`config.mk`:
```
export PLATFORM = sky130hd
export DESIGN_NAME = acs_sequencer
export DESIGN_NICKNAME = d
export VERILOG_FILES = /design/src/acs_pkg.sv /design/src/acs_sync.sv /design/src/acs_sequencer.sv
export SDC_FILE = /design/constraint.sdc
export NUM_CORES = 1
export LEC_CHECK = 0
export CORE_MARGIN = 2
export CORE_UTILIZATION = 55
export CTS_CLUSTER_DIAMETER = 100
export DETAILED_ROUTE_END_ITERATION = 8
export DONT_BUFFER_PORTS = 1
export GPL_ROUTABILITY_DRIVEN = 0
export PLACE_DENSITY = 0.74
export SLEW_MARGIN = 20
export SYNTH_ARGS = -nofsm -noshare
export SYNTH_HDL_FRONTEND = slang
export SYNTH_SLANG_ARGS = --single-unit
```
`constraint.sdc`:
```
create_clock -name sys_clk_i -period 2.5 [get_ports sys_clk_i]
set_clock_uncertainty 0.1 [all_clocks]
set_input_delay 0.125 -clock sys_clk_i [delete_from_list [all_inputs] [get_ports sys_clk_i]]
set_output_delay 0.125 -clock sys_clk_i [all_outputs]
set_load 0.02 [all_outputs]
```
`src/acs_pkg.sv`:
```
package acs_pkg;

  // bus and data widths
  localparam int ACS_AW = 10;
  localparam int ACS_DW = 16;
  localparam int ACS_RW = 8;
  localparam int ACS_RES_W = 10;
  localparam int ACS_NCH = 8;
  localparam int ACS_CH_W = 3;

  // register addresses
  localparam logic [ACS_AW-1:0] ACS_CTRL0_ADDR = 10'h3D6;
  localparam logic [ACS_AW-1:0] ACS_CTRL1_ADDR = 10'h3D7;
  localparam logic [ACS_AW-1:0] ACS_CTRL2_ADDR = 10'h3D4;
  localparam logic [ACS_AW-1:0] ACS_RES_BASE = 10'h3C0;
  localparam int ACS_RES_HI = 4;

  // converter_control_zero fields
  localparam int ACS_CH_LSB = 0;
  localparam int ACS_MODE_LSB = 3;
  localparam int ACS_TRG_BIT = 5;
  localparam int ACS_START_BIT = 6;
  localparam int ACS_CLOCK_DIVIDER_BIT0_BIT = 7;

  // converter_control_one fields
  localparam int ACS_SWEEP_LSB = 0;
  localparam int ACS_EXT_LSB = 2;
  localparam int ACS_REFERENCE_CONNECT_BIT_BIT = 5;

  // converter_control_two fields
  localparam int ACS_SMP_BIT = 0;
  localparam int ACS_GRP_LSB = 1;
  localparam int ACS_RSV_BIT = 3;
  localparam int ACS_CKS2_BIT = 4;

  // reset values, sweep step and extended-input result slots
  localparam logic [ACS_CH_W-1:0] ACS_CH_RST = 3'h0;
  localparam logic [1:0] ACS_FIELD2_RST = 2'h0;
  localparam logic ACS_BIT_RST = 1'b0;
  localparam logic [ACS_CH_W-1:0] ACS_POS_FIRST = 3'h0;
  localparam logic [ACS_CH_W-1:0] ACS_POS_STEP = 3'h1;
  localparam logic [ACS_CH_W-1:0] ACS_EXT0_SLOT = 3'h0;
  localparam logic [ACS_CH_W-1:0] ACS_EXT1_SLOT = 3'h1;

  typedef enum logic [1:0] {
    ACS_MODE_ONESHOT = 2'b00,
    ACS_MODE_REPEAT = 2'b01,
    ACS_MODE_SSWEEP = 2'b10,
    ACS_MODE_RSWEEP = 2'b11
  } acs_mode_t;

  typedef enum logic [1:0] {
    ACS_EXT_NONE = 2'b00,
    ACS_EXT_ZERO = 2'b01,
    ACS_EXT_ONE = 2'b10,
    ACS_EXT_OPAMP = 2'b11
  } acs_ext_t;

  typedef enum logic [1:0] {
    ACS_GRP_FIRST = 2'b00,
    ACS_GRP_BAD = 2'b01,
    ACS_GRP_SECOND = 2'b10,
    ACS_GRP_THIRD = 2'b11
  } acs_grp_t;

  typedef enum logic [1:0] {
    ACS_ST_IDLE = 2'b00,
    ACS_ST_ARMED = 2'b01,
    ACS_ST_ISSUE = 2'b10,
    ACS_ST_CONV = 2'b11
  } acs_state_t;

endpackage

```
`src/acs_sync.sv`:
```
`timescale 1ns/100ps
module acs_sync #(
  parameter logic RST_VAL = 1'b1
) (
  // clock and reset
  input wire logic sys_clk_i,
  input wire logic nrst_i,
  // level in and out
  input wire logic async_i,
  output logic sync_o
);

  logic meta_reg;

  // first stage feeds only the second stage
  always_ff @(posedge sys_clk_i or negedge nrst_i) begin
    if (!nrst_i) begin
      meta_reg <= RST_VAL;
      sync_o <= RST_VAL;
    end else begin
      meta_reg <= async_i;
      sync_o <= meta_reg;
    end
  end

endmodule

```
`src/acs_sequencer.sv`:
```
// What this block does
// - repeat mode reconverts one channel endlessly
// - software start begins conversion at once
// - external trigger: falling edge after start set
// - repeat modes stop only on clear, no irq
// - single sweep converts each channel once
// - sweep end raises irq, clears soft start
// - sweep set is first 2/4/6/8 channels
// - repeat sweep cycles channels until halted
// - repeat picks any group input or extended
// - channel field picks input zero to seven
// - mode field 01 selects repeat mode
// - group field selects equivalent input group
// - result goes to matching result register
// - group field 00/10/11, 01 forbidden
// - mode field 00 selects one-shot
//
// Design decision made here: strobed register access.
`timescale 1ns/100ps
module acs_sequencer
  import acs_pkg::*;
(
  // clock and reset
  input wire logic sys_clk_i,
  input wire logic nrst_i,
  // register port
  input wire logic [ACS_AW-1:0] addr_i,
  input wire logic [ACS_DW-1:0] wr_data_i,
  input wire logic wr_en_i,
  input wire logic rd_en_i,
  output logic [ACS_DW-1:0] rd_data_o,
  // external trigger pin, active falling edge
  input wire logic ext_trig_n_i,
  // analog converter core
  output logic conv_start_o,
  output logic [ACS_CH_W-1:0] chan_sel_o,
  output logic [1:0] group_sel_o,
  output logic [1:0] ext_sel_o,
  input wire logic conv_done_i,
  input wire logic [ACS_RES_W-1:0] conv_data_i,
  // status and analog controls
  output logic ref_connect_o,
  output logic hold_en_o,
  output logic busy_o,
  output logic irq_o
);

  ////////////////////////////////////////////////////////////////////////////
  // control state

  logic [ACS_CH_W-1:0] ch_reg;
  acs_mode_t mode_reg;
  logic trg_reg;
  logic start_reg;
  logic clock_divider_bit0_reg;
  logic [1:0] sweep_reg;
  acs_ext_t ext_reg;
  logic rsv_reg;
  logic cks2_reg;
  acs_state_t state_reg;
  acs_state_t state_next;
  logic [ACS_CH_W-1:0] pos_reg;
  logic [ACS_CH_W-1:0] pos_next;
  logic [ACS_CH_W-1:0] res_idx_reg;
  logic [ACS_RES_W-1:0] res_mem [ACS_NCH];
  logic trig_s;
  logic trig_d_reg;
  logic trig_fall;
  logic wr_ctrl0;
  logic wr_ctrl1;
  logic wr_ctrl2;
  logic res_hit;
  logic sweep_mode;
  logic ext_used;
  logic [ACS_CH_W-1:0] last_pos;
  logic retrig;
  logic store;
  logic finish;
  logic [ACS_RW-1:0] ctrl0_rd;
  logic [ACS_RW-1:0] ctrl1_rd;
  logic [ACS_RW-1:0] ctrl2_rd;
  logic [ACS_CH_W-1:0] conv_ch;
  logic [ACS_CH_W-1:0] conv_slot;

  ////////////////////////////////////////////////////////////////////////////
  // decode

  always_comb begin
    wr_ctrl0 = 1'b0;
    wr_ctrl1 = 1'b0;
    wr_ctrl2 = 1'b0;
    if (addr_i == ACS_CTRL0_ADDR) begin
      wr_ctrl0 = wr_en_i;
    end else if (addr_i == ACS_CTRL1_ADDR) begin
      wr_ctrl1 = wr_en_i;
    end else if (addr_i == ACS_CTRL2_ADDR) begin
      wr_ctrl2 = wr_en_i;
    end
  end

  assign res_hit = (addr_i[ACS_AW-1:ACS_RES_HI] ==
                    ACS_RES_BASE[ACS_AW-1:ACS_RES_HI]) && !addr_i[0];

  ////////////////////////////////////////////////////////////////////////////
  // trigger pin

  acs_sync #(
    .RST_VAL(1'b1)
  ) u_trig_sync (
    .sys_clk_i(sys_clk_i),
    .nrst_i(nrst_i),
    .async_i(ext_trig_n_i),
    .sync_o(trig_s)
  );

  always_ff @(posedge sys_clk_i or negedge nrst_i) begin
    if (!nrst_i) begin
      trig_d_reg <= 1'b1;
    end else begin
      trig_d_reg <= trig_s;
    end
  end

  assign trig_fall = trig_d_reg && !trig_s;

  ////////////////////////////////////////////////////////////////////////////
  // control registers

  always_ff @(posedge sys_clk_i or negedge nrst_i) begin
    if (!nrst_i) begin
      ch_reg <= ACS_CH_RST;
      mode_reg <= ACS_MODE_ONESHOT;
      trg_reg <= ACS_BIT_RST;
      clock_divider_bit0_reg <= ACS_BIT_RST;
    end else if (wr_ctrl0) begin
      ch_reg <= wr_data_i[ACS_CH_LSB +: ACS_CH_W];
      mode_reg <= acs_mode_t'(wr_data_i[ACS_MODE_LSB +: 2]);
      trg_reg <= wr_data_i[ACS_TRG_BIT];
      clock_divider_bit0_reg <= wr_data_i[ACS_CLOCK_DIVIDER_BIT0_BIT];
    end
  end

  // a software write wins over the hardware clear in the same cycle
  always_ff @(posedge sys_clk_i or negedge nrst_i) begin
    if (!nrst_i) begin
      start_reg <= ACS_BIT_RST;
    end else if (wr_ctrl0) begin
      start_reg <= wr_data_i[ACS_START_BIT];
    end else if (finish && !trg_reg) begin
      start_reg <= 1'b0;
    end
  end

  always_ff @(posedge sys_clk_i or negedge nrst_i) begin
    if (!nrst_i) begin
      sweep_reg <= ACS_FIELD2_RST;
      ext_reg <= ACS_EXT_NONE;
      ref_connect_o <= ACS_BIT_RST;
    end else if (wr_ctrl1) begin
      sweep_reg <= wr_data_i[ACS_SWEEP_LSB +: 2];
      ext_reg <= acs_ext_t'(wr_data_i[ACS_EXT_LSB +: 2]);
      // reference stays connected while a conversion is enabled
      if (wr_data_i[ACS_REFERENCE_CONNECT_BIT_BIT] || !start_reg) begin
        ref_connect_o <= wr_data_i[ACS_REFERENCE_CONNECT_BIT_BIT];
      end
    end
  end

  always_ff @(posedge sys_clk_i or negedge nrst_i) begin
    if (!nrst_i) begin
      group_sel_o <= ACS_GRP_FIRST;
      hold_en_o <= ACS_BIT_RST;
      rsv_reg <= ACS_BIT_RST;
      cks2_reg <= ACS_BIT_RST;
    end else if (wr_ctrl2) begin
      // forbidden group code keeps the previous group
      if (wr_data_i[ACS_GRP_LSB +: 2] != ACS_GRP_BAD) begin
        group_sel_o <= wr_data_i[ACS_GRP_LSB +: 2];
      end
      hold_en_o <= wr_data_i[ACS_SMP_BIT];
      rsv_reg <= wr_data_i[ACS_RSV_BIT];
      cks2_reg <= wr_data_i[ACS_CKS2_BIT];
    end
  end

  ////////////////////////////////////////////////////////////////////////////
  // sequencer

  assign sweep_mode = mode_reg[1];
  assign last_pos = {sweep_reg, 1'b1};
  assign ext_used = !sweep_mode &&
                    (ext_reg == ACS_EXT_ZERO || ext_reg == ACS_EXT_ONE);
  assign retrig = trg_reg && trig_fall;
  assign store = (state_reg == ACS_ST_CONV) && conv_done_i && start_reg;
  assign finish = store && !retrig &&
                  (mode_reg == ACS_MODE_ONESHOT ||
                   (mode_reg == ACS_MODE_SSWEEP && pos_reg == last_pos));
  assign conv_ch = sweep_mode ? pos_reg : ch_reg;
  assign conv_slot = !ext_used ? conv_ch :
                     (ext_reg == ACS_EXT_ONE) ? ACS_EXT1_SLOT : ACS_EXT0_SLOT;

  always_comb begin
    state_next = state_reg;
    pos_next = pos_reg;
    case (state_reg)
      ACS_ST_IDLE: begin
        if (start_reg) begin
          state_next = trg_reg ? ACS_ST_ARMED : ACS_ST_ISSUE;
          pos_next = ACS_POS_FIRST;
        end
      end
      ACS_ST_ARMED: begin
        if (trig_fall) begin
          state_next = ACS_ST_ISSUE;
          pos_next = ACS_POS_FIRST;
        end
      end
      ACS_ST_ISSUE: begin
        state_next = ACS_ST_CONV;
      end
      ACS_ST_CONV: begin
        if (retrig) begin
          state_next = ACS_ST_ISSUE;
          pos_next = ACS_POS_FIRST;
        end else if (finish) begin
          state_next = trg_reg ? ACS_ST_ARMED : ACS_ST_IDLE;
          pos_next = ACS_POS_FIRST;
        end else if (conv_done_i) begin
          state_next = ACS_ST_ISSUE;
          if (sweep_mode) begin
            // ascending order, wrap after the last channel of the set
            pos_next = (pos_reg == last_pos) ? ACS_POS_FIRST :
                       pos_reg + ACS_POS_STEP;
          end
        end
      end
      default: begin
        state_next = ACS_ST_IDLE;
      end
    endcase
    if (!start_reg) begin
      state_next = ACS_ST_IDLE;
    end
  end

  always_ff @(posedge sys_clk_i or negedge nrst_i) begin
    if (!nrst_i) begin
      state_reg <= ACS_ST_IDLE;
      pos_reg <= ACS_POS_FIRST;
      busy_o <= 1'b0;
    end else begin
      state_reg <= state_next;
      pos_reg <= pos_next;
      busy_o <= (state_next == ACS_ST_ISSUE) || (state_next == ACS_ST_CONV);
    end
  end

  // channel steering latched as each conversion is issued
  always_ff @(posedge sys_clk_i or negedge nrst_i) begin
    if (!nrst_i) begin
      conv_start_o <= 1'b0;
      chan_sel_o <= ACS_CH_RST;
      ext_sel_o <= ACS_EXT_NONE;
      res_idx_reg <= ACS_POS_FIRST;
    end else begin
      conv_start_o <= (state_reg == ACS_ST_ISSUE) && start_reg;
      if (state_reg == ACS_ST_ISSUE) begin
        chan_sel_o <= conv_ch;
        ext_sel_o <= ext_used ? ext_reg : ACS_EXT_NONE;
        res_idx_reg <= conv_slot;
      end
    end
  end

  always_ff @(posedge sys_clk_i or negedge nrst_i) begin
    if (!nrst_i) begin
      irq_o <= 1'b0;
    end else begin
      irq_o <= finish;
    end
  end

  ////////////////////////////////////////////////////////////////////////////
  // result registers and read port

  always_ff @(posedge sys_clk_i or negedge nrst_i) begin
    if (!nrst_i) begin
      for (int i = 0; i < ACS_NCH; i++) begin
        res_mem[i] <= '0;
      end
    end else if (store) begin
      res_mem[res_idx_reg] <= conv_data_i;
    end
  end

  always_comb begin
    ctrl0_rd = '0;
    ctrl0_rd[ACS_CH_LSB +: ACS_CH_W] = ch_reg;
    ctrl0_rd[ACS_MODE_LSB +: 2] = mode_reg;
    ctrl0_rd[ACS_TRG_BIT] = trg_reg;
    ctrl0_rd[ACS_START_BIT] = start_reg;
    ctrl0_rd[ACS_CLOCK_DIVIDER_BIT0_BIT] = clock_divider_bit0_reg;
    ctrl1_rd = '0;
    ctrl1_rd[ACS_SWEEP_LSB +: 2] = sweep_reg;
    ctrl1_rd[ACS_EXT_LSB +: 2] = ext_reg;
    ctrl1_rd[ACS_REFERENCE_CONNECT_BIT_BIT] = ref_connect_o;
    ctrl2_rd = '0;
    ctrl2_rd[ACS_SMP_BIT] = hold_en_o;
    ctrl2_rd[ACS_GRP_LSB +: 2] = group_sel_o;
    ctrl2_rd[ACS_RSV_BIT] = rsv_reg;
    ctrl2_rd[ACS_CKS2_BIT] = cks2_reg;
  end

  always_ff @(posedge sys_clk_i or negedge nrst_i) begin
    if (!nrst_i) begin
      rd_data_o <= '0;
    end else if (!rd_en_i) begin
      rd_data_o <= '0;
    end else if (addr_i == ACS_CTRL0_ADDR) begin
      rd_data_o <= {{(ACS_DW-ACS_RW){1'b0}}, ctrl0_rd};
    end else if (addr_i == ACS_CTRL1_ADDR) begin
      rd_data_o <= {{(ACS_DW-ACS_RW){1'b0}}, ctrl1_rd};
    end else if (addr_i == ACS_CTRL2_ADDR) begin
      rd_data_o <= {{(ACS_DW-ACS_RW){1'b0}}, ctrl2_rd};
    end else if (res_hit) begin
      rd_data_o <= {{(ACS_DW-ACS_RES_W){1'b0}},
                    res_mem[addr_i[ACS_CH_W:1]]};
    end else begin
      rd_data_o <= '0;
    end
  end
endmodule

```
==> metrics.yaml, run 1 <==
via_per_inst: 6.00
finalCritPeriodShare_pct: 98.2
cp.required_ns: 2.81
final_common_cell: "dfrtp_1"
rows: 37
numCtsBuffers: 17
fmax_mhz: 407
r2r-end: "res_mem[52]$_DFFE_PN0P_"
start_util_pct: 55.9
setup_viol: 0
worstSetupPathType: "in2reg"
dieArea_mm2: 0.0112
largest_reg_flops: 80
setup_ws_ns: 0.0439
yosys.area.top_type: "dfrtp_1"
antenna_found_initial: 0
drive_gt1_share_pct: 33.2
drtIter0Drc: 186
hpwl_um: 7450
ant_nets: 0
reg.largest.list: "res_mem x80, rd_data_o x10"
cts_hold_buf: 44
vias: 3692
fin_nets: 510
ys_warn_count: 0
design_area_mm2: 0.00689
synth-seq-cells: 127
synthTopCellsByArea: "dfrtp_1 (54%), mux2_2 (18%), mux4_2 (7.9%)"
p_total_mw: 5.26
first_pass_iters: 5
routedWlPerCell_um: 20.9
die_w_um: 106
cap_violations: 0
worstSkewPairLatency_ns: 0.53
synth.avg_cell_area_um2: 13.8
cts_buffer_depth: 2
cpPeakStageDelay_ns: 0.76
startpoint_type: "input port"
setup_tns_ns: 0
cp-end-kind: "flop"
post_cts_buffers: 0
holdWs_ns: -0.810
netlist_area_mm2: 0.00572
path_buf_inv: 4
grt_pass1_wl_um: 20800
cellPowerDensity_mw_per_mm2: 764
layout_min_cycle_time_ns: 2.46
dp_slack_ns: 0.244
worstPathMaxFanout: 9
worst-endpoint-arrival_ns: 2.77
grt_max_degree: 128
numPortBuffers: 0
synthCells: 416
coreArea_mm2: 0.0102
worstMarginPinSlew_ns: 0.804
violations: "negative hold slack"
num_io_pins: 70
path_clk_slew_ns: 0.06
finalHoldViolations: 129
ir_drop_uv: 490
crit_family: "buffers and inverters"
wirelength_um: 12800
layout_common_cells: "dfrtp_1 (124), mux2_2 (92), dlygate4sd3_1 (43)"
cp_cell_sequence: "dlygate4sd3_1 -> clkinvlp_4 -> and3_1 -> dlygate4sd3_1 -> nand3_1 -> o21ai_0 -> dlygate4sd3_1"
regMostFlops: "res_mem"
rsz0062_at_grt: "no"
die_h_um: 106
synth_top_area_share_pct: 54.2
yosys.cell_types.count: 46
cts_root_buf: "clkbuf_8"
synth-seq-area-share_pct: 55.6
track_usage_pct: 24.7
first_global_vias: 3921
crit_path_top_delay_cell: "dlygate4sd3_1"
dpl_cell_area_mm2: 0.00584
area_growth_syn_to_layout_pct: 20.3
slew_headroom_pct: 46.2
outcome: "complete, but fails checks"
tritoncts: "done"
hp-class: "in2async"
r2r_cells: 5
htreeDepth: 4
drv_slew: 0
cts.sinks: 127
cpMostUsedCell: "dlygate4sd3_1"
rr_startpoint: "state_reg[0]$_DFF_PN0_"
drc_errors: 0
rrSetupSlack_ns: 0.22
diodes: 0
grt-ovfl-total: 0
leakage_nw: 3.21
-- layer usage --
layer,GRT usage [%],wire length [um],up-vias
met5,0,0,-
met4,11.5,299,0
met2,39.4,6400,124
met1,32.1,5460,1911
li1,-,-,1626
met3,6.44,675,31
-- how the worst max path moves through the flow --
stage / from / to / slack [ns] / depth (start not counted)
after detailed placement: state_reg[0]$_DFF_PN0_ / res_mem[58]$_DFFE_PN0P_ / 0.24 / 5
after floorplan: state_reg[0]$_DFF_PN0_ / res_mem[50]$_DFFE_PN0P_ / 0.56 / 7
after global routing: addr_i[0] / rd_data_o[6]$_DFF_PN0_ / 0.006 / 7
after CTS: res_mem[45]$_DFFE_PN0P_ / rd_data_o[5]$_DFF_PN0_ / 0.06 / 5
after global placement: state_reg[0]$_DFF_PN0_ / res_mem[50]$_DFFE_PN0P_ / 0.35 / 5
final: addr_i[0] / rd_data_o[6]$_DFF_PN0_ / 0.04 / 7
-- layout make-up --
type,count,area [um2]
Inverter,6,26.3
Clock buffer,19,432
Fill cell,714,3340
Sequential cell,127,3180
Tap cell,136,170
Multi-Input combinational cell,264,2410
Clock inverter,13,186
Timing Repair Buffer,50,483
-- where the power goes --
group	leakage [nW]	switching (mW)	total (mW)	internal, mW
Combinational	1.19	0.193	0.404	0.211
Sequential	1.73	0.113	2.29	2.18
Clock	0.290	0.918	2.57	1.65
Total	3.21	1.22	5.26	4.03
-- worst reg2reg max path, delay by kind of cell, from the launching register on --
kind / cells / cell delay (ns)
DFF: 1 / 0.46
buffers and inverters: 1 / 0.28
and+or+nand+nor: 3 / 0.96
muxes: 1 / 0.36
-- Yosys cell counts, drive strengths merged --
library cell  number
nand2             31
mux2i             12
and4               1
o221a              1
ha                 2
nor4b              1
dfrtp            124
and3               3
mux2              92
or4                1
o21ai             13
a22o               5
clkbuf             8
nor2              15
nor3b              2
o21bai             1
nand3b             3
a211oi             2
buf               16
or3                1
clkinv             1
o2111ai            1
nand3              8
a22oi              4
o21a               5
inv                5
nand4              1
conb               1
and2               1
nor3               7
nand2b             1
o22ai              3
o32ai              2
nor2b              5
a21oi              9
dfstp              3
a32o               1
a311oi             1
o31a               1
xnor2              2
mux4              20
-- what timing repair did --
| action | CTS | global route |
|---|---|---|
| hold endpoints to repair | 241 | 127 |
| setup endpoints to repair | 0 | 2 |
| resized for setup | 0 | 1 |
-- stage by stage --
stage                     instances  utilization, %
after floorplan                 421               -
after global placement          540            57.0
after detailed placement        540            57.0
after CTS                       616            67.4
after global routing            615            67.3
final                           615            67.3
-- kinds of logic (layout without fill, tap and decap cells) --
group / after synthesis / in the layout / synth area share (%)
XOR/XNOR: 2 / 2 / 0.306
adder cells (fa/ha/maj): 2 / 2 / 0.437
flip-flops: 127 / 127 / 55.6
multiplexers: 124 / 124 / 28.1
AND/OR/NAND/NOR: 81 / 81 / 7.15
buffers and inverters: 30 / 88 / 2.67
other: 1 / 6 / 0.0655
AO/OA/AOI/OAI: 49 / 49 / 5.73
(Power assumes the default switching activity.)
==> inputs of run 2 (changes only) <==
--- a/config.mk
+++ b/config.mk
@@ -11,6 +11,7 @@
 export DETAILED_ROUTE_END_ITERATION = 8
 export DONT_BUFFER_PORTS = 1
 export GPL_ROUTABILITY_DRIVEN = 0
+export MAX_ROUTING_LAYER = met4
 export PLACE_DENSITY = 0.74
 export SLEW_MARGIN = 20
 export SYNTH_ARGS = -nofsm -noshare
==> metrics.yaml, run 2 (synthesis gave the netlist of run 1 again) <==
largest_reg_flops: 80
drv_slew: 0
reg.largest.list: "res_mem x80, rd_data_o x10"
num_io_pins: 70
worstSetupPathType: "in2reg"
regMostFlops: "res_mem"
worst-endpoint-arrival_ns: 2.75
p_comb_share_pct: 7.7
rrSetupSlack_ns: 0.23
p_sw_share_pct: 23.4
violations: "negative hold slack"
rsz0062_at_grt: "no"
antenna_found_initial: 0
finalCritPeriodShare_pct: 97.4
routedWlPerCell_um: 20.9
setup_tns_ns: 0
vias: 3695
diodes: 0
first_pass_iters: 4
grt-ovfl-total: 0
p_seq_share_pct: 43.5
fill_cells: 714
r2r-end: "res_mem[52]$_DFFE_PN0P_"
switchingPower_mw: 1.23
setup_viol: 0
crit_path_top_delay_cell: "dlygate4sd3_1"
pwr-share-clk_pct: 48.9
rows: 37
layout_common_cells: "dfrtp_1 (124), mux2_2 (92), dlygate4sd3_1 (43)"
first_global_vias: 3931
grt_pass1_wl_um: 20800
die_w_um: 106
fin_nets: 510
slew_headroom_pct: 46.7
dieArea_mm2: 0.0112
cpPeakStageDelay_ns: 0.75
hpwl_um: 7450
startpoint_type: "input port"
cp-end-kind: "flop"
cap_violations: 0
cts_hold_buf: 44
numPortBuffers: 0
coreArea_mm2: 0.0102
layout_min_cycle_time_ns: 2.43
grt_max_degree: 128
tritoncts: "done"
internal-power_mw: 4.03
cts_root_buf: "clkbuf_8"
fmax_mhz: 411
cts.sinks: 127
dp_slack_ns: 0.244
start_util_pct: 55.9
ir_drop_uv: 488
post_cts_buffers: 0
worstPathMaxFanout: 9
wirelength_um: 12900
die_h_um: 106
rr_startpoint: "state_reg[0]$_DFF_PN0_"
ant_nets: 0
worstMarginPinSlew_ns: 0.796
area_growth_syn_to_layout_pct: 20.3
cp_cell_sequence: "dlygate4sd3_1 -> clkinvlp_4 -> and3_1 -> dlygate4sd3_1 -> nand3_1 -> o21ai_0 -> dlygate4sd3_1"
drtIter0Drc: 164
cpMostUsedCell: "dlygate4sd3_1"
holdWs_ns: -0.814
leakage_nw: 3.21
hp-class: "in2async"
setup_ws_ns: 0.0657
drc_errors: 0
path_clk_slew_ns: 0.06
cts_buffer_depth: 2
cp.required_ns: 2.81
outcome: "complete, but fails checks"
r2r_cells: 5
final_common_cell: "dfrtp_1"
track_usage_pct: 25.5
htreeDepth: 4
finalHoldViolations: 129
cellPowerDensity_mw_per_mm2: 764
worstSkewPairLatency_ns: 0.54
via_per_inst: 6.01
drive_gt1_share_pct: 33.2
numCtsBuffers: 17
run 2: cell counts in the layout (fill, tap and decap cells not counted):
Identical to the previous run, type by type.
run 2: metal layers:
layer	routed length (um)	GRT usage, %
met1	5580	32.3
met2	6310	39.2
met3	634	6.62
met4	341	11.2
met5	0	-
run 2: worst max path at each step:
stage	startpoint	to	slack, ns	cells past startpoint
6_report	addr_i[0]	rd_data_o[6]$_DFF_PN0_	0.07	7
5_1_grt	addr_i[0]	rd_data_o[6]$_DFF_PN0_	0.007	7
4_1_cts	res_mem[45]$_DFFE_PN0P_	rd_data_o[5]$_DFF_PN0_	0.06	5
3_5_place_dp	state_reg[0]$_DFF_PN0_	res_mem[58]$_DFFE_PN0P_	0.24	5
3_3_place_gp	state_reg[0]$_DFF_PN0_	res_mem[50]$_DFFE_PN0P_	0.35	5
2_1_floorplan	state_reg[0]$_DFF_PN0_	res_mem[50]$_DFFE_PN0P_	0.56	7
run 2: per-stage QoR:
step | instance area (um2) | std cells | util [%] | total power, mW | hold slack (ns)
detailed placement | 5840 | 540 | 57.0 | 2.64 | -0.267
CTS | 6890 | 616 | 67.4 | 5.29 | -0.826
global placement | 5840 | 540 | 57.0 | 2.62 | -0.265
finish | 6890 | 615 | 67.3 | 5.26 | -0.814
floorplan | 5740 | 421 | - | 2.61 | -0.271
global route | 6890 | 615 | 67.3 | 5.44 | -0.826
run 2: layout make-up:
cell class	instances	area, um2	area share, %
clock buffers	19	432	6.27
clock inverters	13	186	2.71
inverters	6	26.3	0.381
multi-input cells	264	2410	35.0
flip-flops and latches	127	3180	46.2
well taps	136	170	2.47
repair buffers	50	483	7.01
run 2: power by group through the flow:
stage                     registers, mW  clock network [mW]  logic, mW
final                              2.29                2.57      0.403
after floorplan                    2.29                   0      0.316
after detailed placement           2.32                   0      0.321
after CTS                          2.29                2.60      0.398
after global routing               2.30                2.70      0.441
after global placement             2.32                   0      0.308
run 2: critical path: cells and delay by family:
kind            cells  cell delay (ns)
buf+inv             4             2.20
simple gates        2             0.35
compound gates      1             0.07
run 2: what timing repair did:
item / 4_1_cts / 5_1_grt
setup endpoints to repair: 0 / 2
endpoints found under the hold margin: 241 / 127
gates resized for setup: 0 / 1
==> inputs of run 3 (changes only) <==
--- a/config.mk
+++ b/config.mk
@@ -5,6 +5,7 @@
 export SDC_FILE = /design/constraint.sdc
 export NUM_CORES = 1
 export LEC_CHECK = 0
+export ABC_AREA = 1
 export CORE_MARGIN = 2
 export CORE_UTILIZATION = 55
 export CTS_CLUSTER_DIAMETER = 100
==> metrics.yaml, run 3 <==
outcome: "complete, but fails checks"
violations: "negative hold slack"
hp-class: "in2async"
antenna_found_initial: 0
cellPowerDensity_mw_per_mm2: 660
fmax_mhz: 432
internal-power_mw: 3.54
area_growth_syn_to_layout_pct: 18.4
finalHoldViolations: 127
ys_async_sr_fraction_pct: 100
cpMostUsedCell: "dlygate4sd3_1"
holdWs_ns: -0.811
setup_ws_ns: 0.186
yosysMostFrequentCell: "nand2_1"
drtIter0Drc: 512
routedWlPerCell_um: 16.8
numPortBuffers: 0
rrSetupSlack_ns: 0.52
synthCells: 696
cpPeakStageDelay_ns: 0.57
synthFlopType: "dfrtp_1"
seq_area_mm2: 0.00318
slew_headroom_pct: 58.2
num_io_pins: 70
cts.sinks: 127
synth-seq-cells: 127
switchingPower_mw: 1.02
p_seq_share_pct: 46.1
worstPathMaxFanout: 8
worstMarginPinSlew_ns: 0.625
die_w_um: 107
synthTopCellsByArea: "dfrtp_1 (53%), nand2_1 (13%), o21ai_0 (10%)"
regMostFlops: "res_mem"
crit_path_top_delay_cell: "dlygate4sd3_1"
numCtsBuffers: 17
path_clk_slew_ns: 0.06
leakage_nw: 3.27
r2r_cells: 8
drive_gt1_share_pct: 8.52
rows: 37
fin_nets: 782
crit_family: "buffers and inverters"
drv_slew: 0
cp-end-kind: "flop"
cts_buffer_depth: 2
pwr-share-clk_pct: 49.6
layout_min_cycle_time_ns: 2.31
stdcell_count: 887
ys_warn_count: 0
first_pass_iters: 5
synth-seq-area-share_pct: 54.5
worstSetupPathType: "in2reg"
ant_nets: 0
reg.largest.list: "res_mem x80, rd_data_o x10"
hpwl_um: 8830
rsz0062_at_grt: "no"
first_global_vias: 4781
synth_top_area_share_pct: 53.1
cp_cell_sequence: "dlygate4sd3_1 -> nor2_2 -> nand4_4 -> nor2_8 -> nand3_1 -> dlygate4sd3_1 -> nand2_1 -> dlygate4sd3_1"
synth_edf_count: 0
cap_violations: 0
dieArea_mm2: 0.0115
netlist_area_mm2: 0.00584
startpoint_type: "input port"
finalCritPeriodShare_pct: 92.6
layout_common_cells: "nand2_1 (195), dfrtp_1 (124), o21ai_0 (117)"
cts_hold_buf: 44
vias: 4981
fill_cells: 827
htreeDepth: 4
ir_drop_uv: 576
cp.required_ns: 2.88
worstSetupPathDepth: 8
p_sw_share_pct: 22.4
track_usage_pct: 28.4
dpl.cell_count: 810
grt_pass1_wl_um: 24000
tritoncts: "done"
largest_reg_flops: 80
setup_viol: 0
yosys.area.top_type: "dfrtp_1"
setup_tns_ns: 0
dp_slack_ns: 0.863
start_util_pct: 56.6
path_buf_inv: 3
yosys.cell_types.count: 39
worst-endpoint-arrival_ns: 2.69
die_h_um: 107
multiInputGateArea_mm2: 0.00225
final_common_cell: "nand2_1"
diodes: 0
synth.avg_cell_area_um2: 8.40
drc_errors: 0
grt-ovfl-total: 0
wirelength_um: 14900
coreArea_mm2: 0.0103
cts_root_buf: "clkbuf_8"
p_comb_share_pct: 4.4
synthTopCellsByCount: "nand2_1 (195), dfrtp_1 (124), o21ai_0 (117)"
grt_max_degree: 128
via_per_inst: 5.62
worstSkewPairLatency_ns: 0.54
[run 3: area by class of cell]
type,instances,area share [%]
Tap cell,136,2.46
Clock inverter,10,1.27
Clock buffer,22,6.69
Inverter,63,3.45
Timing Repair Buffer,55,7.59
Multi-Input combinational cell,474,32.5
Sequential cell,127,46.0
[run 3: logic make-up after synthesis]
| logic type | after synthesis | synth area share [%] |
|---|---|---|
| simple gates | 306 | 23.1 |
| compound gates | 158 | 14.3 |
| flops | 127 | 54.5 |
| buf+inv | 100 | 7.32 |
| fa+ha+maj | 2 | 0.428 |
| other cells | 1 | 0.0642 |
| xor+xnor | 1 | 0.150 |
| mux | 1 | 0.193 |
[run 3: worst reg2reg max path: stages, from the launching register on]
cell and delay (ns):
dfstp_2 0.53, nor2_1 0.06, nand2_1 0.09, nand2_1 0.08, nor2_1 0.17, nand3_1 0.14
nand3_1 0.09, nand2_1 0.05, dlygate4sd3_1 0.55
[run 3: path summary, 6_finish.rpt]
kind                                                      endpoint                           start
min in group sys_clk_i                      rd_data_o[7]$_DFF_PN0_                       addr_i[1]
worst min-delay path                               irq_o$_DFF_PN0_                          nrst_i
max in group asynchronous                   res_mem[4]$_DFFE_PN0P_                          nrst_i
worst min register to register        u_trig_sync.sync_o$_DFF_PN1_  u_trig_sync.meta_reg$_DFF_PN1_
worst max-delay path            clock_divider_bit0_reg$_DFFE_PN0P_                       addr_i[5]
worst max register to register               start_reg$_DFFE_PN0P_    u_trig_sync.sync_o$_DFF_PN1_
[run 3: per-stage QoR]
step / hold slack (ns) / power [mW] / instance area (um2) / utilization [%]
3_3_place_gp: -0.266 / 2.28 / 5920 / 57.3
2_1_floorplan: -0.271 / 2.27 / 5860 / -
4_1_cts: -0.832 / 4.59 / 6910 / 66.9
3_5_place_dp: -0.267 / 2.28 / 5920 / 57.3
6_report: -0.811 / 4.56 / 6920 / 67.0
5_1_grt: -0.846 / 4.72 / 6920 / 67.0
[run 3: what timing repair did]
item | CTS | global route
endpoints found under the setup margin | 0 | 3
resized for setup | 0 | 2
hold endpoints to repair | 241 | 127
setup buffers | 0 | 1
[run 3: metal layers]
| layer | wire length (um) | GRT usage, % |
|---|---|---|
| met1 | 6180 | 36.1 |
| met2 | 7190 | 44.0 |
| met3 | 1110 | 7.90 |
| met4 | 397 | 10.1 |
| met5 | 0 | - |
[run 3: power by group through the flow]
stage	clock [mW]	combinational, mW	sequential, mW
CTS	2.29	0.195	2.10
detailed placement	0	0.141	2.14
global placement	0	0.137	2.14
global route	2.40	0.219	2.10
floorplan	0	0.130	2.14
finish	2.26	0.199	2.10
